### src/verilog/arfc_consts.svh
// offsets, field positions, reset values and divider counts for the
// converter result format control block; included by the design only
`ifndef ARFC_CONSTS_SVH
`define ARFC_CONSTS_SVH

// register offsets on the plain register port
`define ARFC_OFS_CTRL2      2'h0
`define ARFC_OFS_RES_HIGH   2'h1
`define ARFC_OFS_RES_LOW    2'h2

// second control register layout
`define ARFC_BIT_JUSTIFY    7
`define ARFC_BIT_CLKSEL_HI  6
`define ARFC_BIT_CLKSEL_LO  4
`define ARFC_BIT_REFSEL_HI  1
`define ARFC_BIT_REFSEL_LO  0
`define ARFC_CTRL2_RESET    8'h00
`define ARFC_CTRL2_WMASK    8'hF3

// result registers after power-on and read data when idle
`define ARFC_RESULT_POR     8'h00
`define ARFC_READ_IDLE      8'h00

// conversion clock select codes
`define ARFC_CS_DIV2        3'h0
`define ARFC_CS_DIV8        3'h1
`define ARFC_CS_DIV32       3'h2
`define ARFC_CS_RC_A        3'h3
`define ARFC_CS_DIV4        3'h4
`define ARFC_CS_DIV16       3'h5
`define ARFC_CS_DIV64       3'h6
`define ARFC_CS_RC_B        3'h7

// divider terminal counts, ratio minus one
`define ARFC_TC_DIV2        6'h01
`define ARFC_TC_DIV4        6'h03
`define ARFC_TC_DIV8        6'h07
`define ARFC_TC_DIV16       6'h0F
`define ARFC_TC_DIV32       6'h1F
`define ARFC_TC_DIV64       6'h3F
`define ARFC_TC_ZERO        6'h00

// positive reference select codes
`define ARFC_REF_VDD        2'h0
`define ARFC_REF_RSVD       2'h1
`define ARFC_REF_PIN        2'h2
`define ARFC_REF_FIXED      2'h3

`endif

### src/verilog/arfc_pkg.sv
// types shared by the converter result format control block
// assumes arfc_consts.svh carries all numeric constants except the route codes defined here
package arfc_pkg;

	// one register port request, valid for one clock
	typedef struct packed
	{
		logic [1:0] addr;
		logic [7:0] wdata;
		logic       wr;
		logic       rd;
	} arfc_bus_req_t;

	// decoded second control register fields
	typedef struct packed
	{
		logic       justify;
		logic [2:0] clk_sel;
		logic [1:0] ref_sel;
	} arfc_ctrl_t;

	// finished conversion from the converter core
	typedef struct packed
	{
		logic       valid;
		logic [9:0] value;
	} arfc_result_t;

	// positive reference routing, one-hot
	typedef enum logic [3:0]
	{
		ARFC_ROUTE_SUPPLY   = 4'b0001,
		ARFC_ROUTE_RESERVED = 4'b0010,
		ARFC_ROUTE_EXTERNAL = 4'b0100,
		ARFC_ROUTE_FIXED    = 4'b1000
	} arfc_ref_route_t;

endpackage

### src/verilog/arfc_result_format.sv
// control and result registers of the 10-bit converter: justification,
// conversion clock select and positive reference select
// assumes a single-cycle register master and a converter core that
// presents a finished result as a one-cycle valid pulse
//
// The register addresses and the address-and-strobe port were chosen for this implementation.
`timescale 1ns/100ps
`include "arfc_consts.svh"

module arfc_result_format
(
	// clock and reset
	input  wire logic                     clk_i,
	input  wire logic                     rst_n_i,
	input  wire logic                     soft_reset_i,

	// register port
	input  wire arfc_pkg::arfc_bus_req_t  bus_i,
	output logic [7:0]                    rd_data_o,

	// converter core
	input  wire arfc_pkg::arfc_result_t   result_i,

	// control towards the converter
	output arfc_pkg::arfc_ctrl_t          ctrl_o,
	output arfc_pkg::arfc_ref_route_t     ref_route_o,
	output logic                          conv_tick_o,
	output logic                          rc_osc_sel_o
);

	// ------------------------------------------------------------
	// state
	// ------------------------------------------------------------

	logic [7:0]                 ctrl2;
	logic [7:0]                 next_ctrl2;
	logic [7:0]                 res_high;
	logic [7:0]                 next_res_high;
	logic [7:0]                 res_low;
	logic [7:0]                 next_res_low;
	logic [7:0]                 next_rd_data;
	arfc_pkg::arfc_ctrl_t       next_ctrl;
	arfc_pkg::arfc_ref_route_t  next_route;
	logic [5:0]                 div_cnt;
	logic [5:0]                 next_div_cnt;
	logic [5:0]                 div_tc;
	logic                       rc_sel;
	logic                       next_tick;
	logic                       next_rc_sel;
	logic [2:0]                 last_sel;
	logic [2:0]                 next_last_sel;
	logic                       wr_ctrl;
	logic                       wr_res_high;
	logic                       wr_res_low;

	// ------------------------------------------------------------
	// register port decode
	// ------------------------------------------------------------

	// one decode feeds every register, so an offset cannot be caught
	// by one block and missed by another; an unmapped offset raises
	// no strobe and the write is simply dropped
	always_comb
	begin
		wr_ctrl     = 1'b0;
		wr_res_high = 1'b0;
		wr_res_low  = 1'b0;
		if (bus_i.wr)
		begin
			case (bus_i.addr)
				`ARFC_OFS_CTRL2:    wr_ctrl     = 1'b1;
				`ARFC_OFS_RES_HIGH: wr_res_high = 1'b1;
				`ARFC_OFS_RES_LOW:  wr_res_low  = 1'b1;
				default:            wr_ctrl     = 1'b0;
			endcase
		end
	end

	// ------------------------------------------------------------
	// control register
	// ------------------------------------------------------------

	always_comb
	begin
		next_ctrl2 = ctrl2;
		if (soft_reset_i)
		begin
			next_ctrl2 = `ARFC_CTRL2_RESET;
		end
		else if (wr_ctrl)
		begin
			// bits 3..2 do not exist and never store
			next_ctrl2 = bus_i.wdata & `ARFC_CTRL2_WMASK;
		end
	end

	always_ff @(posedge clk_i or negedge rst_n_i)
	begin
		if (!rst_n_i)
		begin
			ctrl2 <= `ARFC_CTRL2_RESET;
		end
		else
		begin
			ctrl2 <= next_ctrl2;
		end
	end

	// ------------------------------------------------------------
	// result registers
	// ------------------------------------------------------------

	// a finished conversion beats a software write in the same cycle,
	// so a result is never lost to a racing store
	always_comb
	begin
		next_res_high = res_high;
		next_res_low  = res_low;
		if (result_i.valid)
		begin
			if (ctrl2[`ARFC_BIT_JUSTIFY])
			begin
				next_res_high = {6'h00, result_i.value[9:8]};
				next_res_low  = result_i.value[7:0];
			end
			else
			begin
				next_res_high = result_i.value[9:2];
				next_res_low  = {result_i.value[1:0], 6'h00};
			end
		end
		else if (bus_i.wr)
		begin
			if (wr_res_high)
			begin
				next_res_high = bus_i.wdata;
			end
			if (wr_res_low)
			begin
				next_res_low = bus_i.wdata;
			end
		end
	end

	// the results have no defined power-on value; zero is used so a
	// read before the first conversion never returns unknown bits
	// soft reset deliberately does not touch the results
	always_ff @(posedge clk_i or negedge rst_n_i)
	begin
		if (!rst_n_i)
		begin
			res_high <= `ARFC_RESULT_POR;
			res_low  <= `ARFC_RESULT_POR;
		end
		else
		begin
			res_high <= next_res_high;
			res_low  <= next_res_low;
		end
	end

	// ------------------------------------------------------------
	// read port
	// ------------------------------------------------------------

	// data stand only in the cycle after the strobe, zero otherwise
	always_comb
	begin
		next_rd_data = `ARFC_READ_IDLE;
		if (bus_i.rd)
		begin
			case (bus_i.addr)
				`ARFC_OFS_CTRL2:    next_rd_data = ctrl2 & `ARFC_CTRL2_WMASK;
				`ARFC_OFS_RES_HIGH: next_rd_data = res_high;
				`ARFC_OFS_RES_LOW:  next_rd_data = res_low;
				default:            next_rd_data = `ARFC_READ_IDLE;
			endcase
		end
	end

	always_ff @(posedge clk_i or negedge rst_n_i)
	begin
		if (!rst_n_i)
		begin
			rd_data_o <= `ARFC_READ_IDLE;
		end
		else
		begin
			rd_data_o <= next_rd_data;
		end
	end

	// ------------------------------------------------------------
	// field decode
	// ------------------------------------------------------------

	always_comb
	begin
		next_ctrl.justify = next_ctrl2[`ARFC_BIT_JUSTIFY];
		next_ctrl.clk_sel = next_ctrl2[`ARFC_BIT_CLKSEL_HI:`ARFC_BIT_CLKSEL_LO];
		next_ctrl.ref_sel = next_ctrl2[`ARFC_BIT_REFSEL_HI:`ARFC_BIT_REFSEL_LO];
		// the reserved code gets its own route line instead of being
		// blocked here; the converter side decides what it means
		case (next_ctrl.ref_sel)
			`ARFC_REF_VDD:   next_route = arfc_pkg::ARFC_ROUTE_SUPPLY;
			`ARFC_REF_RSVD:  next_route = arfc_pkg::ARFC_ROUTE_RESERVED;
			`ARFC_REF_PIN:   next_route = arfc_pkg::ARFC_ROUTE_EXTERNAL;
			`ARFC_REF_FIXED: next_route = arfc_pkg::ARFC_ROUTE_FIXED;
			default:         next_route = arfc_pkg::ARFC_ROUTE_SUPPLY;
		endcase
	end

	// outputs are registered copies of the next control value,
	// so they match the control register cycle for cycle
	always_ff @(posedge clk_i or negedge rst_n_i)
	begin
		if (!rst_n_i)
		begin
			ctrl_o      <= '0;
			ref_route_o <= arfc_pkg::ARFC_ROUTE_SUPPLY;
		end
		else
		begin
			ctrl_o      <= next_ctrl;
			ref_route_o <= next_route;
		end
	end

	// ------------------------------------------------------------
	// conversion clock divider
	// ------------------------------------------------------------

	always_comb
	begin
		rc_sel = 1'b0;
		case (ctrl2[`ARFC_BIT_CLKSEL_HI:`ARFC_BIT_CLKSEL_LO])
			`ARFC_CS_DIV2:  div_tc = `ARFC_TC_DIV2;
			`ARFC_CS_DIV4:  div_tc = `ARFC_TC_DIV4;
			`ARFC_CS_DIV8:  div_tc = `ARFC_TC_DIV8;
			`ARFC_CS_DIV16: div_tc = `ARFC_TC_DIV16;
			`ARFC_CS_DIV32: div_tc = `ARFC_TC_DIV32;
			`ARFC_CS_DIV64: div_tc = `ARFC_TC_DIV64;
			`ARFC_CS_RC_A,
			`ARFC_CS_RC_B:
			begin
				// the rc oscillator runs elsewhere; the divider idles
				div_tc = `ARFC_TC_ZERO;
				rc_sel = 1'b1;
			end
			default:        div_tc = `ARFC_TC_DIV2;
		endcase
	end

	// the rc flag is taken from the stored selection, so it trails
	// ctrl_o by one cycle; the count is held at zero in rc mode so the
	// first divided period after leaving it is a full one
	// a new selection restarts the count so the first period after a
	// change is a full one, never a stretched or clipped one
	always_comb
	begin
		next_last_sel = ctrl2[`ARFC_BIT_CLKSEL_HI:`ARFC_BIT_CLKSEL_LO];
		next_rc_sel   = rc_sel;
		next_tick     = 1'b0;
		if (rc_sel || last_sel != next_last_sel)
		begin
			next_div_cnt = `ARFC_TC_ZERO;
		end
		else if (div_cnt >= div_tc)
		begin
			next_div_cnt = `ARFC_TC_ZERO;
			next_tick    = 1'b1;
		end
		else
		begin
			next_div_cnt = 6'(div_cnt + 6'h01);
		end
	end

	always_ff @(posedge clk_i or negedge rst_n_i)
	begin
		if (!rst_n_i)
		begin
			div_cnt      <= `ARFC_TC_ZERO;
			last_sel     <= `ARFC_CS_DIV2;
			conv_tick_o  <= 1'b0;
			rc_osc_sel_o <= 1'b0;
		end
		else
		begin
			div_cnt      <= next_div_cnt;
			last_sel     <= next_last_sel;
			conv_tick_o  <= next_tick;
			rc_osc_sel_o <= next_rc_sel;
		end
	end

endmodule

### config.mk
export PLATFORM = sky130hd
export DESIGN_NAME = arfc_result_format
export DESIGN_NICKNAME = d
export VERILOG_FILES = /design/src/verilog/arfc_pkg.sv /design/src/verilog/arfc_result_format.sv
export VERILOG_INCLUDE_DIRS = /design/src /design/src/verilog
export SDC_FILE = /design/constraint.sdc
export NUM_CORES = 1
export LEC_CHECK = 0
export BUFFER_PORTS_ARGS = -buffer_cell sky130_fd_sc_hd__buf_4
export CORE_ASPECT_RATIO = 0.75
export CORE_MARGIN = 2
export CORE_UTILIZATION = 40
export DETAILED_ROUTE_END_ITERATION = 16
export PLACE_DENSITY = 0.63
export SYNTH_ARGS = -nofsm -noshare
export SYNTH_HDL_FRONTEND = slang
export SYNTH_SLANG_ARGS = --single-unit
export TNS_END_PERCENT = 10
### constraint.sdc
create_clock -name clk_i -period 2.9 [get_ports clk_i]
set_input_delay 0.29 -clock clk_i [delete_from_list [all_inputs] [get_ports clk_i]]
set_output_delay 0.29 -clock clk_i [all_outputs]
set_load 0.05 [all_outputs]
==> results.toml, run 1 <==
[synthesis]
ys_seq_elements = 45
ys_types = 33
syn-cell-area_sq_um = 2150
synth_nets = 247
syn_inst = 214
yosysTopAreaCellShare_pct = 51.1
synth_area_leader_cell = "dfrtp_1"
avgSynthCellArea_sq_um = 10.1
synth_area_leaders = "dfrtp_1, mux2i_1, o21ai_0"
yosysWarnings = 0
ys_seq_area_share_pct = 52.4

[route]
num_vias = 1619
drt-initial-drc-count = 77
firstDrtPassIters = 4
viasPerCell = 4.85
wl_per_cell_microns = 13.8
wirelength_microns = 4610
ant_nets = 0
drcViolationCount = 0

[floorplanning]
core_area_sq_um = 5270
die_y_microns = 67.5
initial_utilization_pct = 40.9
io_pins = 46
die_area_sq_um = 5990
die_w_microns = 88.7
rows = 23

[sta]
tns_ns = 0
maxSlewHeadroom_pct = 54.7
fin_ws_ns = 0.774
clock_skew_ns = 0.00460
final-setup-viol-count = 0
fin_crit_ns = 2.13
hold_violations = 19
worst_slew_pin_slew_ns = 0.676
report.final.slew_viol_count = 0
finalCritPeriodShare_pct = 73.3
max_freq_mhz = 470
hold_slack_ns = -0.0105
rsz0062_at_grt = "no"

[layout]
area_growth_pct = 21.8
diodes = 0
design_area_sq_um = 2620
nets = 291
final_util_pct = 49.8
drive_gt1_share_pct = 23.6

[clock_tree]
clockRootBuffer = "clkbuf_8"
cts_hold_buf = 0
cts_max_level = 2
clkTransAtPathRegs_ns = 0.08
clkSinkCount = 45
numCtsBuffers = 5
cts_tree = "done"
clk_path_buf_depth = 2
insertion_delay_ns = 0.29
post_cts_resized = 0
cts_setup_buffers = 0

[grt]
grt_pass1_vias = 1509
grt_max_degree = 46
grt.overflow.total = 0
antenna_found_initial = 0
grt_usage_pct = 17.1
grt_pass1_wl_microns = 7580

[setup_path]
path_class = "flop to flop"
endpoint = "div_cnt[4]"
cp.required_ns = 3.04
slowest_stage = "o221ai_1"
r2r_end = "div_cnt[4]"
critPathLaunchType = "flop"
reg2reg_depth = 6
cp_max_fo = 9
crit_path_start = "ctrl_o[3]"
ff2ff_setup_slack_ns = 0.77
worstSetupEndpointType = "flop"
slowest_delay_ns = 0.51
crit_chain = "nor2b_1 -> nand2_1 -> ha_1 -> nand4_1 -> o221ai_1 -> nor3_1"
reg2reg_from = "ctrl_o[3]"
crit_arrival_ns = 2.26

[worst_hold_path]
hp-class = "primary input to async pin"

[place]
place_congestion = 0.767
dpl_cell_area_sq_um = 2540
dpl.hpwl_microns = 3500
dp_slack_ns = 0.829
port_buffers = 45

[pwr]
p_leak_nw = 1.25
ir_drop_mv = 0.302
power.density_nw_per_um2 = 541
p_total_mw = 1.42

[status]
violations = "negative hold slack"
status = "finished with violations"

[flow_run]
cap_violations = 0
[synth_stat cells (all sizes together)]
cell and instances:
dfstp 1, o221ai 1, and2 7, inv 6
xor2 4, and2b 2, mux2i 11, a31oi 2
nand3 3, nand4 1, clkbuf 4, nor2 9
mux2 4, nor3 10, nor2b 14, nand2b 1
nand2 26, nor3b 1, ha 7, and3b 1
buf 5, or3 1, dfrtp 44, a21oi 21
o21ai 23, a22oi 2, and3 1, xnor2 2
[critical path: cells and delay by family, from the launching register on]
kind / cells / cell delay (ns)
compound gates: 1 / 0.51
fa+ha+maj: 1 / 0.33
simple gates: 4 / 0.64
flops: 1 / 0.50
[cell type report]
| class | instances | area [sq um] |
|---|---|---|
| flip-flops and latches | 45 | 1130 |
| multi-input cells | 154 | 952 |
| well taps | 75 | 93.8 |
| clock inverters | 2 | 10.0 |
| fillers | 524 | 2640 |
| repair buffers | 46 | 345 |
| inverters | 6 | 22.5 |
| clock buffers | 6 | 72.6 |
[registers in the layout, summed over array words and instances, names as in the netlist]
register / flops
rd_data_o: 8
ctrl2: 2
ref_route_o: 4
rc_osc_sel_o: 1
ctrl_o: 4
res_high: 8
conv_tick_o: 1
div_cnt: 6
res_low: 8
last_sel: 3
[routing by layer]
| layer | share of wire, % | global-route usage, % | up-vias |
|---|---|---|---|
| li1 | - | - | 820 |
| met1 | 51 | 24.7 | 756 |
| met2 | 42 | 24.2 | 39 |
| met3 | 6.3 | 6.23 | 4 |
| met4 | 0.89 | 4.73 | 0 |
| met5 | 0 | 0 | - |
[placed cells by master, fill, tap and decap left out, drive strengths merged, types with 2 or more instances in the layout]
cell,netlist,layout
nor2,9,9
clkbuf,4,6
nand3,3,3
and2b,2,2
mux2i,11,11
nor3,10,10
dfrtp,44,44
inv,6,6
xnor2,2,2
ha,7,7
mux2,4,4
a21oi,21,21
and2,7,7
nand2,26,26
nor2b,14,14
xor2,4,4
o21ai,23,23
a31oi,2,2
clkinv,0,2
a22oi,2,2
buf,5,46
[worst min path at each step]
| stage | end | slack (ns) | cells past startpoint | from |
|---|---|---|---|---|
| 2_1_floorplan | conv_tick_o | -0.006 | 0 | rst_n_i |
| 3_3_place_gp | ctrl2[6] | 0.33 | 1 | rst_n_i |
| 3_5_place_dp | ref_route_o[2] | 0.33 | 1 | rst_n_i |
| 4_1_cts | ref_route_o[3] | 0.008 | 1 | rst_n_i |
| 5_1_grt | ref_route_o[2] | 0.02 | 1 | rst_n_i |
| 6_report | last_sel[2] | -0.01 | 1 | rst_n_i |
[stage by stage]
step | hold slack, ns | std cells
final | -0.0105 | 334
after global routing | 0.0171 | 334
after CTS | 0.00797 | 334
after detailed placement | 0.328 | 326
after global placement | 0.332 | 326
after floorplan | -0.00559 | 214
[logic make-up (layout without fill, tap and decap cells)]
kind of cell    after synthesis  count (layout)  share of synthesized area [%]
compound gates               49              49                           12.1
xor+xnor                      6               6                           2.44
fa+ha+maj                     7               7                           4.07
buf+inv                      15              60                           3.43
flops                        45              45                           52.4
mux                          15              15                           7.21
simple gates                 77              77                           18.4
[report_power, final]
| part | internal [mW] | switching, mW |
|---|---|---|
| clock network | 0.167 | 0.199 |
| registers | 0.683 | 0.0412 |
| logic | 0.128 | 0.201 |
(Power assumes the default switching activity.)
==> run 2: changes to the inputs <==
--- a/config.mk
+++ b/config.mk
@@ -11,7 +11,7 @@
 export CORE_MARGIN = 2
 export CORE_UTILIZATION = 40
 export DETAILED_ROUTE_END_ITERATION = 16
-export PLACE_DENSITY = 0.63
+export PLACE_DENSITY = 0.65
 export SYNTH_ARGS = -nofsm -noshare
 export SYNTH_HDL_FRONTEND = slang
 export SYNTH_SLANG_ARGS = --single-unit
==> constraint.sdc (replaced) <==
create_clock -name clk_i -period 1.7 [get_ports clk_i]
set_input_delay 0.17 -clock clk_i [delete_from_list [all_inputs] [get_ports clk_i]]
set_output_delay 0.17 -clock clk_i [all_outputs]
set_load 0.05 [all_outputs]
==> results.toml, run 2 (synthesis gave the netlist of run 1 again) <==
[clock_tree]
clkTransAtPathRegs_ns = 0.09
insertion_delay_ns = 0.31
cts_tree = "done"
clk_path_buf_depth = 2
clkSinkCount = 45
numCtsBuffers = 5
clockRootBuffer = "clkbuf_8"
cts_max_level = 2

[layout]
top_regs = "rd_data_o: 8 flops, res_high: 8 flops, res_low: 8 flops"
nets = 303
fill_cells = 490
design_area_sq_um = 2830
drive_gt1_share_pct = 33.2
diodes = 0
regArea_sq_um = 1130
final_cell_mix = "buf_4, dfrtp_1, nand2_1, o21ai_0, a21oi_1"
area_growth_pct = 31.6
multiInputGateArea_sq_um = 1050
final_common_cell = "buf_4"

[grt]
antenna_found_initial = 0
grt_usage_pct = 17.0
grt_max_degree = 46
grt_pass1_vias = 1540
grt_pass1_wl_microns = 7580
grt.overflow.total = 0

[sta]
final-setup-viol-count = 5
worst_slew_pin_slew_ns = 0.678
hold_violations = 0
tns_ns = -0.314
fin_ws_ns = -0.0812
report.final.slew_viol_count = 0
clock_skew_ns = 0.0136
finalCritPeriodShare_pct = 105
max_freq_mhz = 561
rsz0062_at_grt = "yes"
maxSlewHeadroom_pct = 54.5
fin_crit_ns = 1.78

[floorplanning]
core_area_sq_um = 5270
die_area_sq_um = 5990
initial_utilization_pct = 40.9
rows = 23
die_w_microns = 88.7
die_y_microns = 67.5
io_pins = 46

[setup_path]
crit_path_start = "ctrl_o[2]"
worstSetupEndpointType = "flop"
crit_buf_inv = 0
path_class = "flop to flop"
crit_arrival_ns = 1.95
cp_top_family = "simple AND/OR/NAND/NOR gates"
cp.required_ns = 1.87
critPathLaunchType = "flop"
cp_max_fo = 7
slowest_delay_ns = 0.46
slowest_stage = "dfrtp_2"
reg2reg_from = "ctrl_o[2]"
crit_chain = "or3_1 -> nand2_2 -> ha_4 -> a21oi_4 -> o221ai_4 -> nor2b_1"

[pwr]
combPwrFrac_pct = 26.6
switchingPower_mw = 0.863
power.density_nw_per_um2 = 925
p_sw_share_pct = 32.9
ir_drop_mv = 0.407
power_frac_clock_pct = 26.1
seq_power_share_pct = 47.3
p_leak_nw = 1.32
p_int_mw = 1.76

[route]
wl_per_cell_microns = 13.6
met2WireLength_microns = 1970
drcViolationCount = 0
highest_layer = "met4"
ant_nets = 0
drt-initial-drc-count = 97
firstDrtPassIters = 4
num_vias = 1661
routed-wl-met3_microns = 332
viasPerCell = 4.80
wirelength_microns = 4720
m1WireLength_microns = 2380

[flow_run]
cap_violations = 0

[place]
place_congestion = 0.811
dpl_cell_area_sq_um = 2630
dpl.hpwl_microns = 3470
port_buffers = 45

[status]
violations = "negative setup slack"
status = "finished with violations"

[worst_hold_path]
hp-class = "primary input to flop"
hp-start = "soft_reset_i"
-- run 2: timing repair --
action | CTS | global route
hold buffers | 1 | 0
setup buffers | 2 | 2
pin swaps | 3 | 7
gates resized for setup | 4 | 8
endpoints found under the setup margin | 7 | 7
hold endpoints to repair | 44 | 0
-- run 2: final cells by class --
class                   instances  area share (%)
multi-input cells             154            37.2
inverters                       6           0.795
clock inverters                 3           0.751
repair buffers                 58            15.5
flip-flops and latches         45            40.0
clock buffers                   5            2.43
well taps                      75            3.31
-- run 2: power groups by stage --
stage,Sequential [mW],Combinational (mW),Clock (mW)
after floorplan,1.34,0.308,0
after global placement,1.25,0.588,0
after detailed placement,1.25,0.596,0
after CTS,1.23,0.641,0.702
after global routing,1.25,0.770,0.748
final,1.24,0.698,0.684
-- run 2: layer usage --
layer / vias to the layer above / GRT usage (%)
met4: 0 / 3.98
met5: - / 0
li1: 841 / -
met1: 776 / 26.4
met3: 5 / 5.50
met2: 39 / 22.8
-- run 2: metrics by stage --
| stage | cells | setup slack [ns] | utilization [%] | power [mW] | hold WS [ns] |
|---|---|---|---|---|---|
| floorplan | 214 | -0.0888 | - | 1.65 | -0.126 |
| finish | 346 | -0.0812 | 53.8 | 2.62 | 0.0865 |
| detailed placement | 333 | -0.0911 | 49.8 | 1.85 | 0.216 |
| CTS | 344 | -0.0823 | 52.5 | 2.58 | 0.0812 |
| global route | 346 | -0.145 | 53.8 | 2.77 | 0.0866 |
| global placement | 333 | -0.0414 | 49.8 | 1.84 | 0.207 |
-- run 2: worst register-to-register path, stage by stage, from the launching register on --
cell and delay [ns]:
dfrtp_2 0.46, or3_1 0.39, nand2_2 0.08, ha_4 0.20
a21oi_4 0.17, o221ai_4 0.18, nor2b_1 0.17
-- run 2: worst paths after layout --
| kind | depth (start not counted) | endpoint | slack (ns) |
|---|---|---|---|
| worst max register to register | 6 | conv_tick_o | -0.08 |
| max in group asynchronous | 2 | ctrl_o[3] | 0.85 |
| min in group asynchronous | 2 | rd_data_o[7] | 0.39 |
| worst min-delay path | 2 | ctrl_o[5] | 0.09 |
| worst min register to register | 2 | res_high[5] | 0.49 |
| worst max-delay path | 6 | conv_tick_o | -0.08 |
==> run 3: changes to the inputs <==
--- a/config.mk
+++ b/config.mk
@@ -12,6 +12,7 @@
 export CORE_UTILIZATION = 40
 export DETAILED_ROUTE_END_ITERATION = 16
 export PLACE_DENSITY = 0.65
+export REMOVE_ABC_BUFFERS = 1
 export SYNTH_ARGS = -nofsm -noshare
 export SYNTH_HDL_FRONTEND = slang
 export SYNTH_SLANG_ARGS = --single-unit
==> results.toml, run 3 (synthesis gave the netlist of run 1 again) <==
[grt]
grt_max_degree = 46
grt_usage_pct = 18.0
grt_pass1_vias = 1557
antenna_found_initial = 0
grt_pass1_wl_microns = 8050
grt.overflow.total = 0

[layout]
final_cells = 347
design_area_sq_um = 2800
final_cell_mix = "buf_4, dfrtp_1, nand2_1, o21ai_0, a21oi_1"
final_util_pct = 53.2
drive_gt1_share_pct = 32.0
nets = 304
top_regs = "rd_data_o: 8 flops, res_high: 8 flops, res_low: 8 flops"
area_growth_pct = 30.2
final_common_cell = "buf_4"
fill_cells = 469
diodes = 0

[sta]
report.final.slew_viol_count = 0
fin_ws_ns = -0.0663
clock_skew_ns = 0.00962
rsz0062_at_grt = "yes"
worst_slew_pin_slew_ns = 0.578
finalCritPeriodShare_pct = 104
fin_crit_ns = 1.77
final-setup-viol-count = 7
hold_violations = 0
max_freq_mhz = 566
maxSlewHeadroom_pct = 61.5

[status]
status = "finished with violations"
violations = "negative setup slack"

[route]
num_vias = 1703
wirelength_microns = 4970
viasPerCell = 4.91
firstDrtPassIters = 4
drcViolationCount = 0
drt-initial-drc-count = 121
wl_per_cell_microns = 14.3
ant_nets = 0

[clock_tree]
cts_tree = "done"
clockRootBuffer = "clkbuf_8"
insertion_delay_ns = 0.31
clkSinkCount = 45
cts_max_level = 2
clkTransAtPathRegs_ns = 0.09
clk_path_buf_depth = 2
numCtsBuffers = 5

[floorplanning]
io_pins = 46
core_area_sq_um = 5270
die_y_microns = 67.5
initial_utilization_pct = 40.9
rows = 23
die_area_sq_um = 5990
die_w_microns = 88.7

[pwr]
power.density_nw_per_um2 = 934
power_frac_clock_pct = 26.6
seq_power_share_pct = 46.7
combPwrFrac_pct = 26.7
ir_drop_mv = 0.555
p_int_mw = 1.76
p_leak_nw = 1.33
switchingPower_mw = 0.858
p_sw_share_pct = 32.8

[flow_run]
cap_violations = 0

[setup_path]
worstSetupEndpointType = "flop"
ff2ff_setup_slack_ns = -0.07
crit_arrival_ns = 1.99
cp.required_ns = 1.93
path_class = "flop to flop"
cp_max_fo = 7
critPathLaunchType = "flop"

[place]
place_congestion = 0.823
port_buffers = 45
dpl_cell_area_sq_um = 2610
place_inst = 335
dp_slack_ns = -0.259
dpl.hpwl_microns = 3580

[worst_hold_path]
hp-class = "primary input to flop"
## run 3: timing repair
| action | in CTS | in global routing |
|---|---|---|
| setup endpoints to repair | 7 | 7 |
| pin swaps | 10 | 3 |
| endpoints found under the hold margin | 44 | 0 |
| hold buffers | 1 | 0 |
| setup buffers | 2 | 1 |
| gates resized for setup | 10 | 6 |
## run 3: cell type report
class	count	area [sq um]	area share, %
inverters	6	22.5	0.803
clock inverters	3	25.0	0.892
clock buffers	5	68.8	2.45
well taps	75	93.8	3.35
flip-flops and latches	45	1130	40.3
repair buffers	59	445	15.9
multi-input cells	154	1020	36.3
## run 3: path summary, 6_finish.rpt
kind | end | startpoint | cells past startpoint
max in group asynchronous | ctrl_o[2] | rst_n_i | 2
max reg2reg | div_cnt[3] | ctrl_o[3] | 6
min reg2reg | res_low[4] | res_low[4] | 2
min in group asynchronous | rd_data_o[2] | rst_n_i | 2
min | ctrl_o[5] | soft_reset_i | 2
max | div_cnt[3] | ctrl_o[3] | 6
## run 3: power groups by stage
stage                     Sequential, mW  Clock [mW]  Combinational, mW
final                               1.22       0.695              0.700
after CTS                           1.22       0.718              0.678
after detailed placement            1.24           0              0.605
after global placement              1.24           0              0.597
after floorplan                     1.34           0              0.260
after global routing                1.24       0.773              0.770
## run 3: critical path: stages (launching register included)
cell and delay [ns]:
dfrtp_2 0.46, or3_1 0.36, nand2_1 0.07, ha_1 0.23
a21oi_2 0.18, o221ai_4 0.19, nor3_2 0.20
## run 3: through the flow
step	TNS (ns)	power (mW)	hold WS (ns)
CTS	-0.133	2.62	0.0827
floorplan	-2.67	1.60	-0.126
detailed placement	-1.68	1.85	0.211
global route	-0.967	2.78	0.0793
finish	-0.303	2.62	0.0896
global placement	-0.958	1.84	0.206
## run 3: per-layer routing
| metal | vias up | track usage, % | wire length, microns |
|---|---|---|---|
| met3 | 5 | 4.52 | 301 |
| li1 | 848 | - | - |
| met5 | - | 0 | 0 |
| met4 | 0 | 5.11 | 55 |
| met1 | 801 | 27.0 | 2400 |
| met2 | 49 | 25.5 | 2220 |
